File: src/hdl/src_pkg.sv
/*
  constants, carrier structs and the restore-list decoder for the soft reset control block.
  assumes a byte-wide register access port fed by the serial control bus slave.
*/
// Functional notes
// - video-input reset bit pulses block reset, self-clears
// - bit 1 resets whole core with registers
// - bridge bit after full reset restores memory defaults
// - bit 0 resets core but keeps registers
// - core-only reset reloads strap-derived registers
// - core-only reset restores listed register defaults
// - general config bit 7 enables CRC check
`default_nettype none
package src_pkg;

  // ---------------------------------------------------------------
  // register map
  // ---------------------------------------------------------------
  localparam logic [7:0] OFF_DEVICE_ID  = 8'h00;  // strap-loaded address register
  localparam logic [7:0] OFF_RESET_CMD  = 8'h01;  // reset_command
  localparam logic [7:0] OFF_GEN_CFG    = 8'h03;  // general_config
  localparam logic [7:0] OFF_BRIDGE_CONTROL_REG = 8'h4F;  // bridge_control_reg, held elsewhere

  localparam logic [7:0] RST_CMD_RESET  = 8'h00;  // reset_command default
  localparam logic [7:0] GEN_CFG_RESET  = 8'hD2;  // general_config default
  localparam logic [7:0] RST_CMD_MASK   = 8'h13;  // implemented reset_command bits

  // ---------------------------------------------------------------
  // field positions
  // ---------------------------------------------------------------
  localparam int BIT_VID_RST    = 4;  // video-input digital reset
  localparam int BIT_FULL_RST   = 1;  // full_core_reset
  localparam int BIT_KEEP_RST   = 0;  // core_reset_keep_regs
  localparam int BIT_CRC_EN     = 7;  // back-channel crc check enable
  localparam int BIT_BRIDGE_NVM = 1;  // bridge_control_reg restore bit

  // ---------------------------------------------------------------
  // timing
  // ---------------------------------------------------------------
  localparam int CLK_PERIOD_PS  = 8000;  // ref_clk at 125 MHz
  localparam int RST_PULSE_NS   = 64;    // least width of each reset pulse
  localparam int RST_PULSE_CYC  = (RST_PULSE_NS * 1000 + CLK_PERIOD_PS - 1) / CLK_PERIOD_PS;
  localparam int STRAP_SYNC_CYC = 2;     // synchroniser depth before strap capture
  localparam int NUM_RST        = 3;     // reset kinds
  localparam int IDX_VID        = 0;
  localparam int IDX_FULL       = 1;
  localparam int IDX_KEEP       = 2;

  // ---------------------------------------------------------------
  // carriers
  // ---------------------------------------------------------------
  typedef struct packed {
    logic       wr;     // one-cycle write strobe
    logic       rd;     // one-cycle read strobe
    logic [7:0] addr;   // register offset
    logic [7:0] wdata;  // write byte
  } src_reg_req_t;

  typedef struct packed {
    logic       video_in_reset;        // video-input block reset level
    logic       full_core_reset;       // core reset including registers
    logic       core_reset_keep_regs;  // core reset, registers kept
    logic       nvm_restore;           // one-cycle restore of memory-loaded defaults
    logic       strap_reload;          // one-cycle reload of strap registers
    logic       restore_dflt;          // one-cycle restore of listed registers
    logic [6:0] strap_value;           // originally strapped address
    logic       crc_check_en;          // back-channel crc check enable
    logic [7:0] gen_cfg;               // whole general_config byte
  } src_rst_out_t;

  // registers returned to default by the core-only reset
  function automatic logic src_restored_by_keep(input logic [7:0] a);
    logic hit;
    hit = (a >= 8'h48) && (a <= 8'h55);
    unique case (a)
      8'h00, 8'h13, 8'h15, 8'h18, 8'h19, 8'h1A, 8'h58, 8'h5B,
      8'hC0, 8'hC2, 8'hC3, 8'hC6, 8'hC8, 8'hCE, 8'hD0: hit = 1'b1;
      default: hit = hit;
    endcase
    return hit;
  endfunction

endpackage
`default_nettype wire

File: src/hdl/src_pulse_gen.sv
/*
  fixed-length reset pulse generator, one per reset command bit.
  assumes start is a one-cycle strobe from logic on the same clock.
*/
`default_nettype none
module src_pulse_gen #(
  parameter int LEN = 8  // pulse length in cycles
) (
  input  wire logic ref_clk,  // block clock
  input  wire logic resetn,   // async reset, active low
  input  wire logic start,    // begin a pulse
  output var  logic active    // pulse level, from a flop
);
  localparam int CW = $clog2(LEN + 1);

  // ---------------------------------------------------------------
  // state
  // ---------------------------------------------------------------
  typedef struct packed {
    logic          on;   // pulse running
    logic [CW-1:0] cnt;  // cycles left
  } src_pg_state_t;

  src_pg_state_t st;       // registered state
  src_pg_state_t next_st;  // next state

  // count down, restart ignored while running
  always_comb begin
    next_st = st;
    if (st.on) begin
      next_st.cnt = st.cnt - CW'(1);
      if (st.cnt == CW'(1)) begin
        next_st.on = 1'b0;
      end
    end else if (start) begin
      next_st.on  = 1'b1;
      next_st.cnt = CW'(LEN);
    end
  end

  // state register
  always_ff @(posedge ref_clk or negedge resetn) begin
    if (!resetn) begin
      st <= '0;
    end else begin
      st <= next_st;
    end
  end

  assign active = st.on;
endmodule
`default_nettype wire

File: src/hdl/src_soft_reset_control.sv
/*
  soft reset control: reset_command and general_config registers, reset pulse
  generation, strap capture and restore strobes for the rest of the core.
  assumes the serial control bus slave presents decoded byte accesses on req,
  and that the registers named by the restore strobes live outside this block.
*/
`default_nettype none
module src_soft_reset_control
  import src_pkg::*;
#(
  parameter int PULSE_LEN = RST_PULSE_CYC  // reset pulse length in cycles
) (
  input  wire logic         ref_clk,       // 125 MHz clock
  input  wire logic         resetn,        // power-on reset, active low
  input  wire src_reg_req_t req,           // register access request
  input  wire logic [6:0]   strap_id_pin,  // address strap pins
  output var  logic [7:0]   reg_rdata,     // read byte, from a flop
  output var  logic         reg_rvalid,    // read byte valid, one cycle
  output var  src_rst_out_t rst_out        // reset and config outputs
);

  // ---------------------------------------------------------------
  // state
  // ---------------------------------------------------------------
  typedef struct packed {
    logic [7:0] gen_cfg;       // general_config
    logic [7:0] rdata;         // read data register
    logic       rvalid;        // read answer strobe
    logic       full_seen;     // full reset started, bridge bit awaited
    logic       nvm_restore;   // restore strobe
    logic       strap_reload;  // strap reload strobe
    logic       restore_dflt;  // listed-register restore strobe
    logic [6:0] sync1;         // strap synchroniser stage 1
    logic [6:0] sync2;         // strap synchroniser stage 2
    logic [6:0] strap_id;      // strap captured after reset
    logic [1:0] strap_age;     // cycles since reset release
  } src_state_t;

  src_state_t         st;       // registered state
  src_state_t         next_st;  // next state
  logic [NUM_RST-1:0] start;    // pulse start strobes
  logic [NUM_RST-1:0] active;   // pulse levels
  logic [7:0]         cmd_rd;   // reset_command readback
  logic               wr_cmd;   // write to reset_command
  logic               wr_cfg;   // write to general_config
  logic               wr_brg;   // write to bridge_control_reg

  // ---------------------------------------------------------------
  // decode
  // ---------------------------------------------------------------
  assign wr_cmd = req.wr && (req.addr == OFF_RESET_CMD);
  assign wr_cfg = req.wr && (req.addr == OFF_GEN_CFG);
  assign wr_brg = req.wr && (req.addr == OFF_BRIDGE_CONTROL_REG);

  // a one starts a pulse unless that pulse already runs
  assign start[IDX_VID]  = wr_cmd && req.wdata[BIT_VID_RST]  && !active[IDX_VID];
  assign start[IDX_FULL] = wr_cmd && req.wdata[BIT_FULL_RST] && !active[IDX_FULL];
  assign start[IDX_KEEP] = wr_cmd && req.wdata[BIT_KEEP_RST] && !active[IDX_KEEP];

  // command bits read one while their pulse runs, reserved bits zero
  always_comb begin
    cmd_rd               = 8'h00;
    cmd_rd[BIT_VID_RST]  = active[IDX_VID];
    cmd_rd[BIT_FULL_RST] = active[IDX_FULL];
    cmd_rd[BIT_KEEP_RST] = active[IDX_KEEP];
  end

  // ---------------------------------------------------------------
  // pulse generators
  // ---------------------------------------------------------------
  for (genvar i = 0; i < NUM_RST; i++) begin : g_pulse
    src_pulse_gen #(
      .LEN (PULSE_LEN)
    ) u_pulse (
      .ref_clk (ref_clk),
      .resetn  (resetn),
      .start   (start[i]),
      .active  (active[i])
    );
  end

  // ---------------------------------------------------------------
  // next state
  // ---------------------------------------------------------------
  always_comb begin
    next_st              = st;
    next_st.rvalid       = req.rd;
    next_st.nvm_restore  = 1'b0;
    next_st.strap_reload = 1'b0;
    next_st.restore_dflt = 1'b0;
    // strap synchroniser and capture after release
    next_st.sync1        = strap_id_pin;
    next_st.sync2        = st.sync1;
    if (st.strap_age != 2'(STRAP_SYNC_CYC + 1)) begin
      next_st.strap_age = st.strap_age + 2'(1);
    end
    if (st.strap_age == 2'(STRAP_SYNC_CYC)) begin
      next_st.strap_id = st.sync2;
    end
    // config writes, blocked while registers are held in reset
    if (wr_cfg && !active[IDX_FULL]) begin
      next_st.gen_cfg = req.wdata;
    end
    // full reset returns registers to defaults
    if (start[IDX_FULL]) begin
      next_st.gen_cfg   = GEN_CFG_RESET;
      next_st.full_seen = 1'b1;
    end else if (wr_brg && req.wdata[BIT_BRIDGE_NVM] && st.full_seen) begin
      next_st.nvm_restore = 1'b1;
      next_st.full_seen   = 1'b0;
    end
    // core-only reset keeps registers except straps and the listed set
    if (start[IDX_KEEP]) begin
      next_st.strap_reload = 1'b1;
      next_st.restore_dflt = 1'b1;
      if (src_restored_by_keep(OFF_GEN_CFG)) begin
        next_st.gen_cfg = GEN_CFG_RESET;
      end
    end
    // read mux, unmapped offsets answer zero
    if (req.rd) begin
      unique case (req.addr)
        OFF_RESET_CMD: next_st.rdata = cmd_rd;
        OFF_GEN_CFG:   next_st.rdata = st.gen_cfg;
        default:       next_st.rdata = 8'h00;
      endcase
    end
  end

  // state register
  always_ff @(posedge ref_clk or negedge resetn) begin
    if (!resetn) begin
      st         <= '0;
      st.gen_cfg <= GEN_CFG_RESET;
    end else begin
      st <= next_st;
    end
  end

  // ---------------------------------------------------------------
  // outputs
  // ---------------------------------------------------------------
  assign reg_rdata                    = st.rdata;
  assign reg_rvalid                   = st.rvalid;
  // one driver for the whole carrier
  assign rst_out = '{
    video_in_reset:       active[IDX_VID],
    full_core_reset:      active[IDX_FULL],
    core_reset_keep_regs: active[IDX_KEEP],
    nvm_restore:          st.nvm_restore,
    strap_reload:         st.strap_reload,
    restore_dflt:         st.restore_dflt,
    strap_value:          st.strap_id,
    crc_check_en:         st.gen_cfg[BIT_CRC_EN],
    gen_cfg:              st.gen_cfg
  };

  localparam int PULSE_LAST = PULSE_LEN - 1;  // cycles after the rising one
endmodule
`default_nettype wire

File: config.mk
export PLATFORM = sky130hd
export DESIGN_NAME = src_soft_reset_control
export DESIGN_NICKNAME = d
export VERILOG_FILES = /design/src/hdl/src_pkg.sv /design/src/hdl/src_pulse_gen.sv /design/src/hdl/src_soft_reset_control.sv
export SDC_FILE = /design/constraint.sdc
export NUM_CORES = 1
export LEC_CHECK = 0
export BUFFER_PORTS_ARGS = -buffer_cell sky130_fd_sc_hd__buf_2
export CAP_MARGIN = 20
export CELL_PAD_IN_SITES_DETAIL_PLACEMENT = 0
export CELL_PAD_IN_SITES_GLOBAL_PLACEMENT = 1
export CORE_MARGIN = 5
export CORE_UTILIZATION = 38
export CTS_CLUSTER_DIAMETER = 60
export DETAILED_ROUTE_END_ITERATION = 6
export MAX_ROUTING_LAYER = met4
export PLACE_DENSITY = 0.81
export SETUP_SLACK_MARGIN = 0.3
export SYNTH_ARGS = -nofsm -noshare
export SYNTH_HDL_FRONTEND = slang
export SYNTH_HIERARCHICAL = 1
export SYNTH_SLANG_ARGS = --single-unit
export TNS_END_PERCENT = 5
File: constraint.sdc
create_clock -name ref_clk -period 1.3 [get_ports ref_clk]
set_clock_uncertainty 0.1 [all_clocks]
set_input_delay 0.195 -clock ref_clk [delete_from_list [all_inputs] [get_ports ref_clk]]
set_output_delay 0.195 -clock ref_clk [all_outputs]
set_load 0.005 [all_outputs]
After elaboration in Yosys (flattened, before gate mapping) --
Index checks and enable logic that the tools add are counted.
Word-level totals: RAM bits 0, bits in read-only memories 0, bits in latches 0, input port bits 27, register bits 59, memories kept 0
Cells by class: magnitude comparators 0, muxes and demuxes 16, multipliers 0, bitwise gates (word level) 0, reduce and logical (&&, ||, !) cells 20, divide/modulo/power cells 0, equality and inequality tests 8, $add $sub $neg 4, shifts and indexed selects 0
Operators with widths (count):
- 5-bit 2-to-1 mux | 6
- 8-bit 2-to-1 mux | 2
- 8-bit case mux with 2 select lines | 1
- 4-bit by 1-bit equality test with 1-bit output (second input constant) | 3
- 1-bit logical AND | 12
- 4-bit by 1-bit subtractor with 4-bit output (second input constant) | 3
- 2-bit nonzero test | 5
- 8-bit by 1-bit equality test with 1-bit output (second input constant) | 1
- 8-bit by 2-bit equality test with 1-bit output (second input constant) | 1
- 8-bit by 7-bit equality test with 1-bit output (second input constant) | 1
- 1-bit 2-to-1 mux | 5
- 2-bit 2-to-1 mux | 2
- 1-bit logical NOT | 3
- 2-bit by 1-bit adder with 2-bit output (second input constant) | 1
- 2-bit equality test (second input constant) | 1
- 2-bit != test (second input constant) | 1

Logic depth before layout (Yosys ltp) --
Gate-level depths: netlist of the first run.
depth in word-level cells 6, gate-level depth with buffers 5, mapped depth without buffers 5

Cells and area by module --
Netlist of the first run, hierarchy kept.
By module, submodules not included:
- src_soft_reset_control | area each 1757.9 um2, instances 1, cells each 129
- src_pulse_gen | area each 256.5 um2, instances 3, cells each 23

Worst setup path before layout of the first run --
Ideal clock, no wire load.
path type input to register, from in req[11] in the netlist's numbering, to reg g_pulse[2].u_pulse/st[0] in the netlist's numbering, arrival time 1658 ps, setup slack -582 ps, path buffers 0, data required time 1075 ps, cell stages on the path 5, cell sequence nor4_1 nand4b_1 nor3b_1 nor2_1 mux2_2
On the way: longest elaborated chain between the ends 5
Ends and longest elaborated chain:
- start: declaration | line src_soft_reset_control.sv:15 | input wire src_reg_req_t req,
- 8-bit by 1-bit equality test with 1-bit output | line src_soft_reset_control.sv:51 | assign wr_cmd = req.wr && (req.addr == OFF_RESET_CMD);
- 1-bit logical AND | line src_soft_reset_control.sv:51
- 1-bit logical AND (2 in series) | line src_soft_reset_control.sv:58 | assign start[IDX_KEEP] = wr_cmd && req.wdata[BIT_KEEP_RST] && !active[IDX_KEEP];
- 2-bit nonzero test (no source line)
- end signal: assignment | line src_pulse_gen.sv:46 | st <= next_st;
- end: declaration | line src_pulse_gen.sv:24 | src_pg_state_t st;
Every way passes these cells. A chain may end at the register's enable or synchronous reset.

Worst setup path after layout of the first run --
Same ends and word-level chain as after synthesis.

==> metrics.md, run 1 <==
| Metric | Value |
|---|---|
| Worst hold slack | `17.77 ps` |
| Synth Flop Type | `dfrtp_1` |
| Violated checks | `negative setup slack` |
| Routed WL | `5532 um` |
| Critical path arrival | `1470 ps` |
| Area Overhead vs Synth | `40.30%` |
| Crit path required time | `1420 ps` |
| Die W | `91.56 um` |
| CTS tree | `built` |
| CP Launch Type | `primary input` |
| # rows | `29` |
| Fmax | `738.8 MHz` |
| Port bufs | `57` |
| Post-synth top area share | `0.5347` |
| Initial antenna violation count | `0` |
| Ports | `58` |
| Avg WL per Cell | `15.20 um` |
| Status | `finished with violations` |
| Async SR Flop Fraction | `1.000` |
| Clock transition at the registers of the reported paths | `70 ps` |
| Final TNS setup | `-287.2 ps` |
| Via density per instance | `4.909` |
| Clock Tree Root | `clkbuf_8` |
| Setup Viol. Count Final | `10` |
| DR iter-0 viols | `75` |
| Die H | `91.56 um` |
| Synth cell types | `35` |
| Skew-Pair Late Insertion Delay | `330 ps` |
| Syn_nets | `233` |
| Tot Pwr | `4973 uW` |
| Hold WC Path Type | `in2reg` |
| Largest net degree at the start of global routing | `59` |
| GP Congestion | `0.7452` |
| Critical Path Sink Type | `register` |
| Post-DP HPWL | `3820 um` |
| Cts bufs inserted | `9` |
| Antenna-violating nets left | `0` |
| Final hold vios | `0` |
| RSZ-0062 raised after global routing | `yes` |
| P per Cell Area | `1402 nW/um2` |
| Post-synth EDFFs | `0` |
| Share of cells above drive strength 1 | `0.5192` |
| Leakage | `0.001676 uW` |
| Maxcap violations | `0` |
| Slew Limit Fails | `0` |
| Worst vdd ir | `0.0006100 V` |
| CP max FO | `4` |
| Largest area contributor in the netlist | `dfrtp_1` |
| Synthesized area | `2527 um2` |
| Avg Cell Area, Syn | `12.76 um2` |
| Synth top area cells | `dfrtp_1 53%, buf_4 8.0%, mux2_2 5.8%` |
| Dpl ws | `-519.4 ps` |
| First-pass DRT Iterations | `4` |
| Vias in the first global route | `1872` |
| Diodes inserted | `0` |
| Clock sinks | `58` |
| Core area | `6422 um2` |
| Final #Nets | `317` |
| Htree depth | `3` |
| Tot GR Track Use | `0.1417` |
| DR vias | `1787` |
| Synth warn | `6` |
| Post-route minimum period | `1354 ps` |
| Crit Path Category | `in2reg` |
| Clk buf depth | `2` |
| Final WS setup | `-53.51 ps` |
| Gr ovfl total | `0` |
| Flops & latches, synth | `58` |
| DRC | `0` |
| Fin crit share | `1.041` |
| First-pass GRT wire length | `8928 um` |
| Starting density of the core | `0.3935` |
| Worst-margin pin slew | `265.4 ps` |
| Sequential share of the synthesized area | `0.5762` |
| Die area | `8382 um2` |
| Syn Inst Count | `198` |
| Slew margin rel. | `0.8180` |
==> path summary, 6_finish.rpt <==
check                                          start                       end  slack (ps)  depth (start not counted)
setup / recovery                             req[11]  g_pulse[2].u_pulse/st[0]         -50                          7
setup reg to reg           g_pulse[1].u_pulse/active                rst_out[1]         -30                          3
min in group asynchronous                     resetn                    st[14]         290                          3
max in group asynchronous                     resetn                rst_out[1]         500                          3
hold reg to reg                          next_st[12]                    st[12]         250                          0
hold / removal                                req[0]                rst_out[0]          20                          2
==> registers in the layout, indices dropped and copies added, names as in the netlist <==
| register | flops |
|---|---|
| next_st | 7 |
| g_pulse.u_pulse/st | 12 |
| reg_rvalid | 1 |
| reg_rdata | 8 |
| st | 10 |
| rst_out | 17 |
| g_pulse.u_pulse/active | 3 |
==> logic make-up after synthesis <==
family                     synth area share
AOI/OAI and AO/OA                   0.09357
xor gates and xnor gates           0.003466
adders and majority gates           0.03961
buffers and inverters                0.1025
DFF                                  0.5762
muxes                               0.08168
and+or+nand+nor                      0.1030
==> metal layers <==
metal	GRT usage	wire length [um]	part of all wire
met4	0.07915	134	0.024
met2	0.2167	2686	0.49
met5	-	0	0
met1	0.1706	2462	0.45
met3	0.03554	248	0.045
==> critical path, stage by stage <==
cell and delay [ps]:
buf_8 100, nor4_4 280, nand4b_1 170, buf_6 170
nor3b_4 230, nor2_2 60, mux2_2 270
==> synth_stat cells (all sizes together) (4+ instances only) <==
library cell and count:
a22o 9, mux2 13, dfstp 4, or4 4, buf 30, nand2b 5
inv 8, ha 8, nand2 5, mux2i 6, nor3 6, dfrtp 54
nor2 8, o31ai 6
==> placed cells by master, fill, tap and decap left out, types with 4 or more instances in the layout <==
master and count:
mux2i_1 6, inv_1 6, dfstp_2 4, clkbuf_8 11, mux2_2 7, buf_2 49
buf_6 16, ha_1 4, dfrtp_1 54, nand2_1 5, mux2_4 6, o31ai_1 4
dlygate4sd3_1 14, a22o_1 9, buf_4 24, nor2_1 6
==> what timing repair did <==
item / 4_1_cts / 5_1_grt
hold buffers: 14 / 0
endpoints found under the setup margin: 72 / 74
gates resized for setup: 30 / 20
endpoints found under the hold margin: 67 / 0
setup buffers: 5 / 1
pin swaps: 14 / 10
==> final cells by class <==
| class | count | area [um2] |
|---|---|---|
| Clock buffer | 12 | 155.1 |
| Clock inverter | 4 | 50.05 |
| Fill cell | 537 | 2877 |
| Inverter | 9 | 33.78 |
| Multi-Input combinational cell | 99 | 973.4 |
| Sequential cell | 58 | 1456 |
| Tap cell | 77 | 96.34 |
| Timing Repair Buffer | 105 | 780.7 |
==> metrics by stage <==
step,cells,utilization,area [um2]
2_1_floorplan,198,-,2557
3_3_place_gp,328,0.4572,2937
3_5_place_dp,328,0.4572,2937
4_1_cts,363,0.5365,3446
5_1_grt,364,0.5521,3546
6_report,364,0.5521,3546
==> power by group <==
group | total [uW] | internal, uW | switching (uW) | leakage (uW)
registers | 2280 | 2060 | 218 | 0.000697
logic | 1010 | 597 | 418 | 0.000880
clock network | 1680 | 986 | 697 | 0.0000986
total | 4970 | 3640 | 1330 | 0.00168
(Power assumes the default switching activity.)
==> run 2: changes to the inputs <==
SYNTH_HIERARCHICAL = default   (was 1)
==> metrics.md, run 2 <==
| Metric | Value |
|---|---|
| Status | `finished with violations` |
| Violated checks | `negative setup slack` |
| Reg2reg start | `g_pulse[1].u_pulse.active` |
| Post-synth EDFFs | `0 (unchanged)` |
| Worst reg2reg endpoint | `rst_out[3]` |
| Post-route minimum period | `1400 ps (+46.72 ps)` |
| Critical path arrival | `1520 ps (+50 ps)` |
| Crit Path Category | `reg2reg` |
| Largest net degree at the start of global routing | `28 (-53%)` |
| Ports | `58 (unchanged)` |
| Synthesized area | `2529 um2 (about the same)` |
| Crit path max-delay family | `simple AND/OR/NAND/NOR gates` |
| P per Cell Area | `1500 nW/um2 (+7.0%)` |
| Initial antenna violation count | `0 (unchanged)` |
| Fmax | `714.2 MHz (-3.3%)` |
| Syn_nets | `247 (+6.0%)` |
| Die W | `91.58 um (about the same)` |
| GP Congestion | `0.7571 (+1.6%)` |
| CP Launch Type | `register` |
| Sequential share of the synthesized area | `0.5760 (about the same)` |
| Top-count cell post-synth | `dfrtp_1` |
| Antenna-violating nets left | `0 (unchanged)` |
| Starting density of the core | `0.3937 (about the same)` |
| Min-delay src | `req[7]` |
| First-pass DRT Iterations | `4 (unchanged)` |
| Worst hold path depth | `3 (+1)` |
| Leakage | `0.001647 uW (-1.7%)` |
| Clock Tree Root | `clkbuf_8` |
| Avg WL per Cell | `14.70 um (-3.3%)` |
| Async SR Flop Fraction | `1.000 (unchanged)` |
| Slew Limit Fails | `0 (unchanged)` |
| DRC | `0 (unchanged)` |
| Synth warn | `0 (-6)` |
| Critical Path Sink Type | `register` |
| Vias in the first global route | `1859 (-0.69%)` |
| Fin crit share | `1.077 (+0.03594)` |
| Most frequent cells in the layout | `52 x dfrtp_1, 50 x buf_2, 17 x buf_4, 14 x inv_1` |
| Synth Flop Type | `dfrtp_1` |
| Layout Cells excl Fill | `363 (-0.27%)` |
| Crit path cell chain | `or4_4 > nand2_1 > a21oi_1` |
| Post-synth top area share | `0.5344 (about the same)` |
| Synth top area cells | `dfrtp_1 53%, buf_4 8.9%, a22o_1 4.5%` |
| Gr ovfl total | `0 (unchanged)` |
| Setup Viol. Count Final | `12 (+2)` |
| Slew margin rel. | `0.7904 (-0.02764)` |
| Cells after DPL | `334 (+1.8%)` |
| Skew-Pair Late Insertion Delay | `330 ps (about the same)` |
| RSZ-0062 raised after global routing | `yes` |
| Crit path required time | `1420 ps (about the same)` |
| Port bufs | `57 (unchanged)` |
| Share of cells above drive strength 1 | `0.4755 (-0.04364)` |
| Commonest non-fill, non-tap cell in the layout | `dfrtp_1` |
| Tot GR Track Use | `0.1414 (-0.0002855)` |
| Synth cell types | `33 (-5.7%)` |
| Hold WC Path Type | `in2reg` |
| Die area | `8386 um2 (about the same)` |
| Clock transition at the registers of the reported paths | `70 ps (about the same)` |
| Cts bufs inserted | `9 (unchanged)` |
| Clk buf depth | `2 (unchanged)` |
| R2r setup slk | `-100 ps (-70 ps)` |
| Avg Cell Area, Syn | `11.93 um2 (-6.6%)` |
| Worst vdd ir | `0.0008523 V (+40%)` |
| Max FFs per register | `17 (unchanged)` |
| Routed WL | `5337 um (-3.5%)` |
| Final #Nets | `316 (-0.32%)` |
| Htree depth | `3 (unchanged)` |
| Worst-margin pin slew | `313.6 ps (+48.23 ps)` |
| # rows | `29 (unchanged)` |
| Die H | `91.58 um (about the same)` |
| Worst R2R Path Depth | `3 (unchanged)` |
| Largest area contributor in the netlist | `dfrtp_1` |
| Diodes inserted | `0 (unchanged)` |
| Post-DP HPWL | `3885 um (+1.7%)` |
| Maxcap violations | `0 (unchanged)` |
| Synth top cells by count | `54 x dfrtp_1, 30 x buf_4, 16 x nor2_1, 14 x inv_1, 13 x a22o_1` |
| DR iter-0 viols | `49 (-35%)` |
| Flops & latches, synth | `58 (unchanged)` |
| Fin util | `0.5260 (-0.02611)` |
| Hold path endpoint | `rst_out[7]` |
| Clock sinks | `58 (unchanged)` |
| Worst hold slack | `20.99 ps (+3.226 ps)` |
| Via density per instance | `4.758 (-3.1%)` |
| Crit path buffers/inverters | `0 (-2)` |
| Final WS setup | `-100.2 ps (-46.72 ps)` |
| DR vias | `1727 (-3.4%)` |
| Final hold vios | `0 (unchanged)` |
| CTS tree | `built` |
| Area Overhead vs Synth | `33.60%` |
| CP max-delay cell | `or4_4` |
| CP max FO | `5 (+1)` |
| First-pass GRT wire length | `8832 um (-1.1%)` |
| Syn Inst Count | `212 (+7.1%)` |
| CP max stage delay | `580 ps (+300 ps)` |
| Core area | `6422 um2 (unchanged)` |
[run 2: changes by cell type after synthesis, sizes merged, moves of 4 or more]
cell / before / now
nor2: 8 / 17
o21ai: 1 / 8
inv: 8 / 14
nand2: 5 / 11
o31ai: 6 / 0
nand2b: 5 / 0
a22o: 9 / 13
[run 2: worst max path at each step]
stage	from	to	slack, ps	cells past startpoint
after global routing	g_pulse[1].u_pulse.active	rst_out[5]	-160	3
after detailed placement	req[13]	g_pulse[2].u_pulse.st[0]	-500	5
after global placement	req[13]	g_pulse[2].u_pulse.st[0]	-460	5
after CTS	g_pulse[1].u_pulse.active	rst_out[3]	-110	3
final	g_pulse[1].u_pulse.active	rst_out[3]	-100	3
after floorplan	req[13]	rst_out[1]	-340	4
[run 2: layout make-up]
type,count,area (um2)
Fill cell,559,3044
Sequential cell,58,1459
Multi-Input combinational cell,106,885.9
Timing Repair Buffer,92,658.1
Clock buffer,9,123.9
Clock inverter,7,102.6
Tap cell,77,96.34
Inverter,14,52.55
[run 2: logic make-up (layout without fill, tap and decap cells)]
kind of cell             Yosys count  in the layout  share of synthesized area
buffers and inverters             48            122                     0.1158
multiplexers                      13             13                    0.05789
AND/OR/NAND/NOR                   49             49                     0.1074
flip-flops                        58             58                     0.5760
XOR/XNOR                           5              5                    0.01732
adder cells (fa/ha/maj)            8              8                    0.03959
AO/OA/AOI/OAI                     31             31                    0.08609
[run 2: tightest hold or removal path, delay by kind of cell]
family,cells,cell delay (ps)
compound gates,1,70
buf+inv,1,100
simple gates,1,90
[run 2: what timing repair did]
item	in CTS	in global routing
pin swaps	9	8
setup buffers	1	0
endpoints found under the setup margin	74	75
hold buffers	12	0
gates cloned	0	0
gates resized for setup	25	16
endpoints found under the hold margin	22	0
[run 2: layer usage]
layer	vias up	GRT usage	wire [um]
met5	-	-	0
met4	0	0.04523	70
met3	6	0.05207	279
met2	49	0.2234	2641
met1	834	0.1678	2345
li1	838	-	-
[run 2: stage by stage]
step | worst slack (ps) | area (um2) | setup TNS [ps] | power [uW]
6_report | -100.2 | 3378 | -676.8 | 5067
5_1_grt | -158.1 | 3378 | -1854 | 5384
4_1_cts | -108.5 | 3309 | -834.4 | 5035
3_5_place_dp | -495.3 | 2863 | -10020 | 3068
3_3_place_gp | -457.0 | 2863 | -9408 | 3022
2_1_floorplan | -339.1 | 2531 | -5230 | 2813
[run 2: where the power goes]
group	internal [uW]	total [uW]	leakage (uW)	switching, uW
Sequential	2060	2290	0.000699	236
Clock	1090	1850	0.000110	760
Combinational	493	922	0.000838	428
==> run 3: changes to the inputs <==
ABC_AREA = 1   (was default)
CORE_UTILIZATION = 37   (was 38)
==> metrics.md, run 3 <==
| Metric | Value |
|---|---|
| Synthesized area | `2605 um2 (+3.0%)` |
| Final #Nets | `350 (+11%)` |
| Syn Inst Count | `249 (+17%)` |
| Ports | `58 (unchanged)` |
| Synth warn | `0 (unchanged)` |
| Antenna-violating nets left | `0 (unchanged)` |
| Port bufs | `57 (unchanged)` |
| Top-count cell post-synth | `dfrtp_1` |
| Met2 usage | `0.2117 (-0.01166)` |
| Clock sinks | `58 (unchanged)` |
| Setup Viol. Count Final | `0 (-12)` |
| First-pass DRT Iterations | `5 (+1)` |
| Hold WC Path Type | `in2reg` |
| Flops & latches, synth | `58 (unchanged)` |
| Fin crit share | `0.9913 (-0.08576)` |
| Synth Flop Type | `dfrtp_1` |
| Post-synth top area share | `0.5187 (-0.01566)` |
| Synth cell types | `28 (-15%)` |
| Diodes inserted | `0 (unchanged)` |
| Worst Setup SP | `rst_out[7]` |
| Post-route minimum period | `1289 ps (-111.5 ps)` |
| Avg Cell Area, Syn | `10.46 um2 (-12%)` |
| Die H | `93.91 um (+2.5%)` |
| Clock Tree Root | `clkbuf_8` |
| Die area | `8818 um2 (+5.2%)` |
| Area Overhead vs Synth | `41.11%` |
| Synth top area cells | `dfrtp_1 52%, buf_4 8.9%, nand3_1 5.4%` |
| P per Cell Area | `1374 nW/um2 (-8.4%)` |
| # rows | `30 (+3.4%)` |
| Maxcap violations | `0 (unchanged)` |
| Cells after DPL | `378 (+13%)` |
| DRC | `0 (unchanged)` |
| Worst-margin pin slew | `314.6 ps (+0.9984 ps)` |
| Post-DP HPWL | `3599 um (-7.4%)` |
| CTS tree | `built` |
| Core area | `6832 um2 (+6.4%)` |
| DR vias | `1880 (+8.9%)` |
| Clk buf depth | `2 (unchanged)` |
| Cts bufs inserted | `9 (unchanged)` |
| Reg2reg start | `st[0]` |
| Avg WL per Cell | `13.30 um (-9.5%)` |
| Sequential share of the synthesized area | `0.5591 (-0.01687)` |
| Crit path buffers/inverters | `1 (+1)` |
| CP max stage delay | `550 ps (-30 ps)` |
| Max FFs per register | `17 (unchanged)` |
| Final WS setup | `11.25 ps (+111.5 ps)` |
| Crit path cell chain | `buf_2` |
| RSZ-0062 raised after global routing | `yes` |
| Crit Path Category | `reg2out` |
| DR iter-0 viols | `78 (+59%)` |
| Clock transition at the registers of the reported paths | `70 ps (about the same)` |
| Starting density of the core | `0.3813 (-0.01241)` |
| Crit path max-delay family | `flip-flops` |
| Routed WL | `5534 um (+3.7%)` |
| Share of cells above drive strength 1 | `0.5281 (+0.05260)` |
| Worst vdd ir | `0.0004574 V (-46%)` |
| GP Congestion | `0.7276 (-3.9%)` |
| Die W | `93.91 um (+2.5%)` |
| Post-synth EDFFs | `0 (unchanged)` |
| Critical Path Sink Type | `output port` |
| Via density per instance | `4.519 (-5.0%)` |
| Largest area contributor in the netlist | `dfrtp_1` |
| Min-delay src | `req[4]` |
| Gr ovfl total | `0 (unchanged)` |
| Async SR Flop Fraction | `1.000 (unchanged)` |
| CP max-delay cell | `dfstp_2` |
| Syn_nets | `284 (+15%)` |
| Critical path arrival | `990 ps (-530 ps)` |
| Vias in the first global route | `1921 (+3.3%)` |
| Slew Limit Fails | `0 (unchanged)` |
| Fin area | `3676 um2 (+8.8%)` |
| Tot GR Track Use | `0.1402 (-0.001198)` |
| Crit path required time | `1000 ps (-420 ps)` |
| Most frequent cells in the layout | `52 x buf_2, 50 x dfrtp_1, 21 x nand2_1, 16 x nand3_2, 15 x inv_1` |
| Slew margin rel. | `0.7903 (about the same)` |
| CP max FO | `3 (-2)` |
| Largest net degree at the start of global routing | `59 (+110%)` |
| Commonest non-fill, non-tap cell in the layout | `buf_2` |
| Synth top cells by count | `54 x dfrtp_1, 31 x buf_4, 29 x nand2_1, 28 x nand3_1, 25 x inv_1` |
| Final hold vios | `0 (unchanged)` |
| Dpl ws | `-119.6 ps (+375.6 ps)` |
| First-pass GRT wire length | `9266 um (+4.9%)` |
| Layer carrying the most global-route usage | `met2` |
| Filler instances | `625 (+12%)` |
| Status | `finished clean` |
| CP Launch Type | `register` |
| GR Util met3 | `0.03285 (-0.01921)` |
| Tot Pwr | `5050 uW (-0.34%)` |
| Fmax | `775.9 MHz (+8.7%)` |
| Area after DPL | `2892 um2 (+1.0%)` |
| Htree depth | `3 (unchanged)` |
| Initial antenna violation count | `0 (unchanged)` |
| Leakage | `0.001778 uW (+8.0%)` |
| Skew-Pair Late Insertion Delay | `340 ps (about the same)` |
| GR Util met1 | `0.1757 (+0.007852)` |
| Layout Cells excl Fill | `416 (+15%)` |
-- run 3: changes by cell type in the layout (fill, tap and decap cells not counted), moves of 5 or more --
cell,change
nand2_2,+6
nand2_1,+12
nand3_2,+16
nor2_1,-6
mux2_4,+6
nand3_1,+12
inv_2,+9
mux2_2,-9
ha_1,-5
ha_4,+6
o21ai_2,+5
buf_4,-10
a22o_1,-13
-- run 3: cells by family (layout without fill, tap and decap cells) --
family / after synthesis / in the layout / share of synthesized area
flops: 58 / 58 / 0.5591
simple gates: 86 / 87 / 0.1767
buf+inv: 61 / 131 / 0.1354
compound gates: 28 / 28 / 0.05668
fa+ha+maj: 8 / 8 / 0.03843
mux: 7 / 7 / 0.03026
xor+xnor: 1 / 1 / 0.003363
-- run 3: per-layer routing --
| layer | share of wire | up-vias |
|---|---|---|
| met5 | 0 | - |
| li1 | - | 932 |
| met2 | 0.50 | 41 |
| met4 | 0.019 | 0 |
| met1 | 0.44 | 894 |
| met3 | 0.043 | 13 |
-- run 3: area by class of cell --
class,count,area (um2),share of cell area
clock buffer,9,123.9,0.03370
multi-input combinational,131,1111,0.3022
inverter,26,115.1,0.03131
tap,96,120.1,0.03268
clock inverter,7,93.84,0.02553
sequential,58,1461,0.3975
timing repair buffer,89,650.6,0.1770
-- run 3: power by group --
group	leakage (uW)	switching, uW	internal (uW)
clock network	0.000105	739	1070
registers	0.000708	232	2030
logic	0.000965	479	494
total	0.00178	1450	3600
-- run 3: what timing repair did --
item                                   in CTS  in global routing
gates cloned                                0                  1
endpoints found under the hold margin      67                  0
gates resized for setup                    57                 47
setup endpoints to repair                  63                 71
buffers inserted                            3                  4
hold buffers                               14                  0
pin swaps                                  37                 32
-- run 3: final timing paths --
check | slack, ps | end | cells after the start
max in group asynchronous | 500 | rst_out[1] | 3
min | 30 | rst_out[4] | 3
max reg2reg | 90 | rst_out[13] | 3
min in group asynchronous | 300 | st[12] | 3
min reg2reg | 250 | st[12] | 0
max | 10 | rst_out[7] | 1
-- run 3: stage by stage --
| stage | setup TNS [ps] | hold slack [ps] | util |
|---|---|---|---|
| 6_report | 0 | 27.06 | 0.5381 |
| 5_1_grt | -152.0 | 26.15 | 0.5381 |
| 4_1_cts | -19.44 | 2.384 | 0.5081 |
| 3_5_place_dp | -1408 | 120.0 | 0.4233 |
| 3_3_place_gp | -815.8 | 116.9 | 0.4233 |
| 2_1_floorplan | 0 | -200.6 | - |
